## config.mk

```make
export PLATFORM = sky130hd
export DESIGN_NAME = tpo_timer
export DESIGN_NICKNAME = d
export VERILOG_FILES = /design/src/design/tpo_pkg.sv /design/src/design/tpo_timer.sv
export SDC_FILE = /design/constraint.sdc
export NUM_CORES = 1
export LEC_CHECK = 0
export BUFFER_PORTS_ARGS = -buffer_cell sky130_fd_sc_hd__buf_2
export CAP_MARGIN = 40
export CORE_UTILIZATION = 55
export DETAILED_ROUTE_END_ITERATION = 8
export PLACE_DENSITY = 0.78
export SETUP_SLACK_MARGIN = 0.05
export SLEW_MARGIN = 20
export SYNTH_ARGS = -nofsm -noshare
export SYNTH_HDL_FRONTEND = slang
export SYNTH_SLANG_ARGS = --single-unit
```

## constraint.sdc

```tcl
create_clock -name clk -period 3.3 [get_ports clk]
set_input_delay 0.33 -clock clk [delete_from_list [all_inputs] [get_ports clk]]
set_output_delay 0.33 -clock clk [all_outputs]
set_load 0.1 [all_outputs]
```

## src/design/tpo_pkg.sv

```systemverilog
// Summary of operation
// Mode field 011 selects pulse output, counting on chosen source clock.
// Software sets period above toggle value in the two compare registers.
// Initial level bit sets pin idle level: 1 high, 0 low.
// Run bit starts counter; mode, overflow enable, level writes ignored running.
// Toggle compare match drives pin opposite to initial level.
// Period compare match restores initial level and raises interrupt.
// One-shot set: period match clears run bit and stops counting.
// One-shot clear: period match clears counter, counting continues.
// Run bit falling returns pin to initial level.
// One-shot bit writable while running; takes effect at period end.
// Double buffer on: new compares load at period match; off: immediately.
// Without buffer, compare below count waits for wrap through overflow.
// Low byte writes go to temp buffer; high byte commits both.
// Software writes low byte first, then high byte.
// Buffered: match moves buffer to active; reads return buffer.
// Writes while stopped update active compare and buffer together.
// Filter passes new level after three agreeing samples.
// Filter runs whenever interval field nonzero, regardless of run bit.
// Software waits four sample intervals before starting timer.
// Filter interval writes ignored while run bit is 1.
// Interval 00 off, 01 2, 10 4, 11 256 gear clocks.
// Low-frequency mode: 11 samples at fs/2, 01 and 10 block input.
// Up counter is 16 bits wide.
package tpo_pkg;
    // ------------------------------------------------------------
    // Register offsets
    // ------------------------------------------------------------
    localparam logic [11:0] MODE_OFS = 12'h000;
    localparam logic [11:0] CTRL_OFS = 12'h004;
    localparam logic [11:0] PCMP_LO_OFS = 12'h008;
    localparam logic [11:0] PCMP_HI_OFS = 12'h00c;
    localparam logic [11:0] TCMP_LO_OFS = 12'h010;
    localparam logic [11:0] TCMP_HI_OFS = 12'h014;
    localparam logic [11:0] STAT_OFS = 12'h018;
    localparam logic [11:0] CNT_OFS = 12'h01c;
    // ------------------------------------------------------------
    // Fields and reset values
    // ------------------------------------------------------------
    localparam int CTRL_RUN = 0;
    localparam int CTRL_ONESHOT = 1;
    localparam int CTRL_LEVEL = 2;
    localparam int CTRL_OVE = 3;
    localparam int CTRL_DBUF = 4;
    localparam int CTRL_NC_LO = 5;
    localparam int MODE_CK_LO = 3;
    localparam logic [2:0] MODE_PPG = 3'h3;
    localparam logic [5:0] MODE_RST = 6'h00;
    localparam logic [15:0] CMP_RST = 16'hffff;
    localparam logic [7:0] NC_DIV2 = 8'h01;
    localparam logic [7:0] NC_DIV4 = 8'h03;
    localparam logic [7:0] NC_DIV256 = 8'hff;
    localparam int FILT_AGREE = 3;
    typedef struct packed {
        logic [1:0] nc;
        logic dbuf;
        logic ove;
        logic level;
        logic oneshot;
        logic run;
    } tpo_ctrl_t;
    localparam tpo_ctrl_t CTRL_RST = '0;
endpackage

```

## src/design/tpo_timer.sv

```systemverilog
// Implementation choices: the address map and the APB slave port.
`timescale 1ns/1ns
module tpo_timer (
    input wire logic clk,
    input wire logic srst,
    input wire logic psel,
    input wire logic penable,
    input wire logic pwrite,
    input wire logic [11:0] paddr,
    input wire logic [31:0] pwdata,
    output logic [31:0] prdata,
    output logic pready,
    output logic pslverr,
    input wire logic [7:0] srcTick,
    input wire logic lowFreqMode,
    input wire logic lowFreqTick,
    input wire logic timerInPin,
    output logic timerInFilt,
    output logic pulseOutPin,
    output logic timerIrq
);
    // ------------------------------------------------------------
    // Bus decode
    // ------------------------------------------------------------
    wire logic wrEn = psel & penable & pwrite;
    wire logic hitMode = paddr == tpo_pkg::MODE_OFS;
    wire logic hitCtrl = paddr == tpo_pkg::CTRL_OFS;
    wire logic hitPlo = paddr == tpo_pkg::PCMP_LO_OFS;
    wire logic hitPhi = paddr == tpo_pkg::PCMP_HI_OFS;
    wire logic hitTlo = paddr == tpo_pkg::TCMP_LO_OFS;
    wire logic hitThi = paddr == tpo_pkg::TCMP_HI_OFS;
    wire logic hitStat = paddr == tpo_pkg::STAT_OFS;
    wire logic hitCnt = paddr == tpo_pkg::CNT_OFS;
    wire logic mapped = hitMode | hitCtrl | hitPlo | hitPhi | hitTlo |
        hitThi | hitStat | hitCnt;
    assign pready = 1'b1;
    assign pslverr = psel & penable & ~mapped;

    logic [5:0] modeQ;
    tpo_pkg::tpo_ctrl_t ctrlQ;
    logic [7:0] tempQ;
    logic [15:0] pBufQ, tBufQ, pActQ, tActQ, cntQ;
    logic outQ, irqQ, pendQ;
    logic runPrevQ;

    wire logic ppgMode = modeQ[2:0] == tpo_pkg::MODE_PPG;
    wire logic [2:0] ckSel = modeQ[tpo_pkg::MODE_CK_LO +: 3];
    wire logic tick = srcTick[ckSel];
    wire logic running = ctrlQ.run & ppgMode;
    wire logic counting = running & tick;
    wire logic tMatch = counting & (cntQ == tActQ);
    wire logic pMatch = counting & (cntQ == pActQ);
    wire logic ctrlWr = wrEn & hitCtrl;
    wire logic hiWrP = wrEn & hitPhi;
    wire logic hiWrT = wrEn & hitThi;
    wire logic [15:0] newCmp = {pwdata[7:0], tempQ};
    // ------------------------------------------------------------
    // Control registers
    // ------------------------------------------------------------
    always_ff @(posedge clk) begin
        if (srst) begin
            modeQ <= tpo_pkg::MODE_RST;
            ctrlQ <= tpo_pkg::CTRL_RST;
            tempQ <= 8'h00;
        end else begin
            if (wrEn & hitMode & ~ctrlQ.run)
                modeQ <= pwdata[5:0];
            if (ctrlWr) begin
                ctrlQ.run <= pwdata[tpo_pkg::CTRL_RUN];
                ctrlQ.oneshot <= pwdata[tpo_pkg::CTRL_ONESHOT];
                ctrlQ.dbuf <= pwdata[tpo_pkg::CTRL_DBUF];
                if (!ctrlQ.run) begin
                    ctrlQ.level <= pwdata[tpo_pkg::CTRL_LEVEL];
                    ctrlQ.ove <= pwdata[tpo_pkg::CTRL_OVE];
                    ctrlQ.nc <= pwdata[tpo_pkg::CTRL_NC_LO +: 2];
                end
            end
            if (pMatch & ctrlQ.oneshot)
                ctrlQ.run <= 1'b0;
            if (wrEn & (hitPlo | hitTlo))
                tempQ <= pwdata[7:0];
        end
    end
    // ------------------------------------------------------------
    // Compare registers
    // ------------------------------------------------------------
    always_ff @(posedge clk) begin
        if (srst) begin
            pBufQ <= tpo_pkg::CMP_RST;
            tBufQ <= tpo_pkg::CMP_RST;
            pActQ <= tpo_pkg::CMP_RST;
            tActQ <= tpo_pkg::CMP_RST;
            pendQ <= 1'b0;
        end else begin
            if (hiWrP)
                pBufQ <= newCmp;
            if (hiWrT)
                tBufQ <= newCmp;
            if (hiWrP | hiWrT)
                pendQ <= running & ctrlQ.dbuf;
            if (pMatch & pendQ & ctrlQ.dbuf) begin
                pActQ <= pBufQ;
                tActQ <= tBufQ;
                pendQ <= 1'b0;
            end
            if (hiWrP & ~(running & ctrlQ.dbuf))
                pActQ <= newCmp;
            if (hiWrT & ~(running & ctrlQ.dbuf))
                tActQ <= newCmp;
        end
    end
    // ------------------------------------------------------------
    // Counter and output
    // ------------------------------------------------------------
    always_ff @(posedge clk) begin
        if (srst) begin
            cntQ <= 16'h0000;
            outQ <= 1'b0;
            irqQ <= 1'b0;
            runPrevQ <= 1'b0;
        end else begin
            runPrevQ <= running;
            irqQ <= pMatch;
            if (!running) begin
                cntQ <= 16'h0000;
                outQ <= ctrlQ.level;
            end else if (pMatch) begin
                cntQ <= 16'h0000;
                outQ <= ctrlQ.level;
            end else begin
                if (counting)
                    cntQ <= cntQ + 16'h0001;
                if (tMatch)
                    outQ <= ~ctrlQ.level;
            end
        end
    end
    assign pulseOutPin = outQ;
    assign timerIrq = irqQ;
    // ------------------------------------------------------------
    // Input noise filter
    // ------------------------------------------------------------
    logic [1:0] syncQ;
    logic [7:0] divQ;
    logic histQ;
    logic [1:0] agreeQ;
    logic filtQ;
    wire logic [7:0] divTop = ctrlQ.nc == 2'b01 ? tpo_pkg::NC_DIV2 :
        ctrlQ.nc == 2'b10 ? tpo_pkg::NC_DIV4 : tpo_pkg::NC_DIV256;
    wire logic fastTick = divQ == divTop;
    wire logic sampTick = lowFreqMode ? lowFreqTick : fastTick;
    wire logic blocked = lowFreqMode & (ctrlQ.nc[0] ^ ctrlQ.nc[1]);
    wire logic filtOn = ctrlQ.nc != 2'b00;
    wire logic samp = syncQ[1];
    always_ff @(posedge clk) begin
        if (srst) begin
            syncQ <= 2'b00;
            divQ <= 8'h00;
            agreeQ <= 2'b00;
            histQ <= 1'b0;
            filtQ <= 1'b0;
        end else begin
            syncQ <= {syncQ[0], timerInPin};
            divQ <= (fastTick | ~filtOn) ? 8'h00 : divQ + 8'h01;
            if (!filtOn) begin
                filtQ <= samp;
                agreeQ <= 2'b00;
            end else if (sampTick & ~blocked) begin
                if (samp == histQ) begin
                    if (agreeQ == 2'(tpo_pkg::FILT_AGREE - 1))
                        filtQ <= samp;
                    else
                        agreeQ <= agreeQ + 2'b01;
                end else
                    agreeQ <= 2'b01;
                histQ <= samp;
            end
        end
    end
    assign timerInFilt = filtQ & ~blocked;
    // ------------------------------------------------------------
    // Read mux
    // ------------------------------------------------------------
    always_comb begin
        prdata = 32'h0000_0000;
        if (hitMode)
            prdata[5:0] = modeQ;
        if (hitCtrl)
            prdata[6:0] = ctrlQ;
        if (hitPlo)
            prdata[7:0] = pBufQ[7:0];
        if (hitPhi)
            prdata[7:0] = pBufQ[15:8];
        if (hitTlo)
            prdata[7:0] = tBufQ[7:0];
        if (hitThi)
            prdata[7:0] = tBufQ[15:8];
        if (hitStat)
            prdata[2:0] = {filtQ, outQ, runPrevQ};
        if (hitCnt)
            prdata[15:0] = cntQ;
    end
endmodule

```

### After elaboration in Yosys (flattened, before gate mapping)

Cells that the tools add are included.

| operators by class | value |
|---|---|
| $lt $le $gt $ge | 1 |
| multiplexer cells | 26 |
| reduce and logical (&&, ||, !) cells | 13 |
| equality and inequality tests | 20 |
| add/subtract/negate cells | 3 |
| bitwise operators | 40 |

Operators with widths:

| cell | count |
|---|---|
| 16-bit 2-to-1 mux | 5 |
| 12-bit by 5-bit == test with 1-bit output (second input constant) | 4 |
| 8-bit 2-to-1 mux | 6 |
| 16-bit == test | 2 |
| 12-bit by 4-bit == test with 1-bit output (second input constant) | 2 |
| 1-bit AND | 22 |
| 16-bit by 1-bit adder with 16-bit output (second input constant) | 1 |
| 12-bit by 3-bit == test with 1-bit output (second input constant) | 1 |
| 12-bit logical NOT | 1 |
| 1-bit bitwise OR | 10 |
| 1-bit 2-to-1 mux | 9 |
| 8-bit by 1-bit adder with 8-bit output (second input constant) | 1 |
| 8-bit == test | 1 |
| 2-bit OR reduction | 4 |
| 7-bit 2-to-1 mux | 1 |
| 1-bit inverter | 7 |
| 6-bit 2-to-1 mux | 1 |
| 2-bit by 1-bit != test with 1-bit output (second input constant) | 3 |
| 2-bit AND reduction | 3 |
| 2-bit nonzero test | 3 |
| 2-bit == test (second input constant) | 2 |
| 3-bit by 4-bit < comparator with 1-bit output (second input constant) | 1 |
| 2-bit 2-to-1 mux | 2 |
| 1-bit binary-select mux with 3-bit select | 1 |
| 10 further kinds | 10 |

| word-level totals | value |
|---|---|
| logic and storage cells | 125 |
| flip-flop bits (word level) | 119 |

### Logic depth before layout (Yosys ltp)

| logic depth | value |
|---|---|
| depth in word-level cells | 10 |
| mapped depth | 9 |

### Least setup slack after synthesis

No wires, ideal clock.

| timing | value |
|---|---|
| path kind | input-to-output |
| start | in paddr[2] |
| end | out prdata[3] |
| stages | 7 |
| setup slack | -0.611 ns |
| buffers on the path | 3 |
| arrival | 3.581 ns |
| path through | clkbuf_1 > clkbuf_1 > buf_1 > nor2_1 > o21ai_0 > o211ai_1 > o21ai_0 |

| between the ends | value |
|---|---|
| cells in the longest elaborated chain, start to end | 8 |
| elaborated cells between the ends (all ways) | 14 |
| those cells by class | 6 x eq/ne; 7 x mux; 1 x reduce/logical |

Ends and longest elaborated chain:

| element | RTL line | source |
|---|---|---|
| start, declared | tpo_timer.sv:9 | `input wire logic [11:0] paddr,` |
| 12-bit logical NOT | tpo_timer.sv:26 | `wire logic hitMode = paddr == tpo_pkg::MODE_OFS;` |
| 6-bit 2-to-1 mux | tpo_timer.sv:186 | `if (hitMode)` |
| 7-bit 2-to-1 mux | tpo_timer.sv:188 | `if (hitCtrl)` |
| 8-bit 2-to-1 mux | tpo_timer.sv:190 | `if (hitPlo)` |
| 8-bit 2-to-1 mux | tpo_timer.sv:192 | `if (hitPhi)` |
| 8-bit 2-to-1 mux | tpo_timer.sv:194 | `if (hitTlo)` |
| 8-bit 2-to-1 mux | tpo_timer.sv:196 | `if (hitThi)` |
| 16-bit 2-to-1 mux (*) | tpo_timer.sv:200 | `if (hitCnt)` |
| end, declared | tpo_timer.sv:11 | `output logic [31:0] prdata,` |

Every way passes the cells marked *; elsewhere a longest branch is shown, timed or not.

### Final worst setup path

| timing | value |
|---|---|
| start | reg modeQ[4] |
| end | out prdata[4] |

| between the ends | value |
|---|---|
| cells in the longest elaborated chain, start to end | 7 |

Ends and longest elaborated chain:

| element | RTL line | source |
|---|---|---|
| start, declared | tpo_timer.sv:39 | `logic [5:0] modeQ;` |
| start signal, assigned | tpo_timer.sv:62 | `modeQ <= tpo_pkg::MODE_RST;` |
| start signal, assigned | tpo_timer.sv:67 | `modeQ <= pwdata[5:0];` |
| 6-bit 2-to-1 mux | tpo_timer.sv:186 |  |
| 7-bit 2-to-1 mux | tpo_timer.sv:188 |  |
| 8-bit 2-to-1 mux | tpo_timer.sv:190 |  |
| 8-bit 2-to-1 mux | tpo_timer.sv:192 |  |
| 8-bit 2-to-1 mux | tpo_timer.sv:194 |  |
| 8-bit 2-to-1 mux | tpo_timer.sv:196 |  |
| 16-bit 2-to-1 mux | tpo_timer.sv:200 |  |

Every way passes these cells.

==> flow_summary_export.csv <==
group,metric,value,unit
die,fp.dieW,107.7,um
final_layout,final_cell_mix,"dfxtp_1, nor2_1, nand2_1",
run_status,status,"finished, final reports clean",
yosys,synth_seq_area_share,38.79,%
placed_design,place.gp.congestion,0.9435,
drt,drc_errors,0,
sta,finalHoldViolations,0,
drt,wire_per_inst,19.00,um
drt,antenna_left,0,
yosys,yosys-top-cells-area,"dfxtp_1, mux2i_1, xnor2_1",
clocking,tritoncts,"yes",
final_layout,antenna_cells,0,
setup_path,crit_type,"reg -> out",
placed_design,dp_slack,0.5104,ns
drt,drtIter0Drc,622,
clocking,post_cts_buffers,0,
yosys,yosysUniqueCellTypes,53,
yosys,synth_top_family_by_area,"simple AND/OR/NAND/NOR gates",
setup_path,crit_arrival,2.58,ns
die,ios,97,
die,floorplan.die_area,11590,sq um
yosys,synth_top_area_share,38.79,%
global_routing,gr-total-overflow,0,
clocking,path_clk_slew,0.06,ns
clocking,hold_buffers,1,
clocking,clk_latency,0.54,ns
global_routing,grt_pass1_vias,5288,
min_path,hp-class,"in -> reg",
placed_design,dpl_cell_area,6437,sq um
global_routing,antenna_found_initial,0,
sta,clock.fmax,343.6,MHz
sta,setup_tns,0,ns
placed_design,portBuffers,55,
setup_path,crit_path_cell_trace,"nor2b_1, a211oi_1, a211oi_1, a21oi_1, a311oi_1, a21o_1, buf_2",
sta,fin_ws,0.3899,ns
pwr,power.leakage,2.712,nW
setup_path,worstPathMaxFanout,6,
sta,rsz0062_at_grt,"no",
yosys,synth.mux.area_fraction,10.43,%
die,start_util,56.65,%
final_layout,fin_nets,825,
yosys,synth_area_leader_cell,"dfxtp_1",
final_layout,area_growth,15.12,%
clocking,h-tree-depth,4,
yosys,synth-xor-area-share,7.559,%
die,die_height,107.7,um
placed_design,place_hpwl,11.80,mm
drt,wl,17.34,mm
setup_path,required,2.97,ns
sta,tightest_slew,0.7804,ns
sta,skew,0.004958,ns
global_routing,grt_max_degree,56,
clocking,cts_resized,0,
drt,dr.pass1.iters,5,
pwr,ir_drop,0.3856,mV
global_routing,grt_use_total,31.90,%
sta,relSlewSlack,47.98,%
pwr,power,0.003613,W
sta,timing.final.crit_share,88.18,%
yosys,synth_compound_area_share,12.84,%
flow_run,maxCapViolations,0,
setup_path,crit_path_end_kind,"primary output",
clocking,clock_sinks,119,
final_layout,final_area,7069,sq um
yosys,syn_inst,717,
die,rows,38,
sta,slew_viol_final,0,
yosys,ys_ff_latch,119,
clocking,cts.path.max_buffers,2,
clocking,cts-root-buf,"clkbuf_8",
drt,vias,5570,
setup_path,crit_slowest_cell,"dfxtp_1",
yosys,ys.flop_type,"dfxtp_1",
yosys,synthSimpleGateAreaFrac,22.45,%
sta,finalSetupViolCount,0,
yosys,async_reset_ff_share,0,%
clocking,cts_buffers,17,
drt,via_per_inst,6.101,
setup_path,crit_top_cell,"a211oi_1",
yosys,synth_area_per_cell,8.565,sq um
setup_path,start_kind,"flop",
sta,period_minus_slack,2.910,ns
die,coreArea,10840,sq um
final_layout,layout_commonest_cell,"dfxtp_1",
final_layout,drive_gt1_share,16.04,%
setup_path,cp_slowest_stage_delay,0.46,ns
yosys,synth_fa_ha_area_share,1.019,%
pwr,pwr_density_cell,511.1,nW/um^2
yosys,synth_edf_count,0,
global_routing,grt_pass1_wl,27.72,mm
final_layout,utilization,65.21,%
yosys,synth_warnings,0,
yosys,netlist_area,6141,sq um
-- state kept, by name, indices dropped and copies added (netlist names) --
name         flops
runPrevQ         1
divQ             8
modeQ            6
timerIrq         1
pendQ            1
tempQ            8
syncQ            2
ctrlQ            7
tActQ           16
tBufQ           16
agreeQ           2
pulseOutPin      1
pActQ           16
histQ            1
pBufQ           16
cntQ            16
filtQ            1
-- layer usage --
layer	wire, um	global-route usage [%]	up-vias
li1	-	-	2572
met1	7135	41.29	2654
met2	8074	49.08	303
met3	1687	9.685	41
met4	446	13.50	0
met5	0	0	-
-- cell type report --
class | count | area, sq um
timing repair buffer | 75 | 427.9
multi-input combinational | 531 | 3402
fill | 910 | 3771
sequential | 119 | 2382
tap | 140 | 175.2
clock inverter | 9 | 145.1
clock buffer | 23 | 476.7
inverter | 16 | 60.06
-- per-stage QoR --
stage	hold WS, ns	instances
after floorplan	0.4138	732
after global placement	0.4166	880
after detailed placement	0.4314	880
after CTS	0.05511	913
after global routing	0.06402	913
final	0.07897	913
-- kinds of logic (layout without fill, tap and decap cells) --
logic type | Yosys count | in the layout
compound gates | 123 | 123
xor+xnor | 53 | 53
fa+ha+maj | 5 | 5
buf+inv | 82 | 123
flops | 119 | 119
mux | 59 | 59
other cells | 2 | 17
simple gates | 274 | 274
-- cells in the mapped netlist (2+ instances only) --
cell type	n
a31oi_1	6
or4_1	3
a311oi_1	2
xor2_1	8
a21oi_1	43
o22ai_1	8
nor2_1	82
mux2i_1	46
nand4_1	16
a211o_1	16
buf_6	6
mux2_2	9
dfxtp_1	119
a211oi_1	11
o31ai_1	2
buf_1	3
a21o_1	2
inv_1	16
or3_1	3
nand3_1	13
and2_1	8
nand3b_1	12
and3_1	7
nor3_1	27
ha_1	5
clkbuf_1	40
and4_1	2
nor4_2	3
o21ai_0	19
nand2_1	57
a22oi_1	3
buf_4	17
a32o_1	4
conb_1	2
o211ai_1	2
xnor2_1	45
mux4_2	3
nor2b_1	23
nor4_1	10
-- worst paths after layout --
check | from | end | slack [ns] | depth (start not counted)
worst min register to register | syncQ[0] | syncQ[1] | 0.44 | 1
worst max register to register | modeQ[4] | tActQ[2] | 0.61 | 6
worst max-delay path | modeQ[4] | prdata[4] | 0.39 | 7
worst min-delay path | pwdata[7] | pBufQ[15] | 0.08 | 2
-- critical path, delay by kind of cell (launching register included) --
| family | cells | cell delay, ns |
|---|---|---|
| buffers and inverters | 1 | 0.42 |
| flip-flops | 1 | 0.46 |
| AND/OR/NAND/NOR | 1 | 0.17 |
| AO/OA/AOI/OAI | 5 | 0.99 |
-- report_power, final --
group / switching (W) / leakage (nW) / internal, W
combinational: 0.000177 / 1.44 / 0.0000452
clock: 0.000651 / 0.312 / 0.00130
sequential: 0.000000904 / 0.961 / 0.00144
No activity file was read; power rests on OpenSTA's default activity.
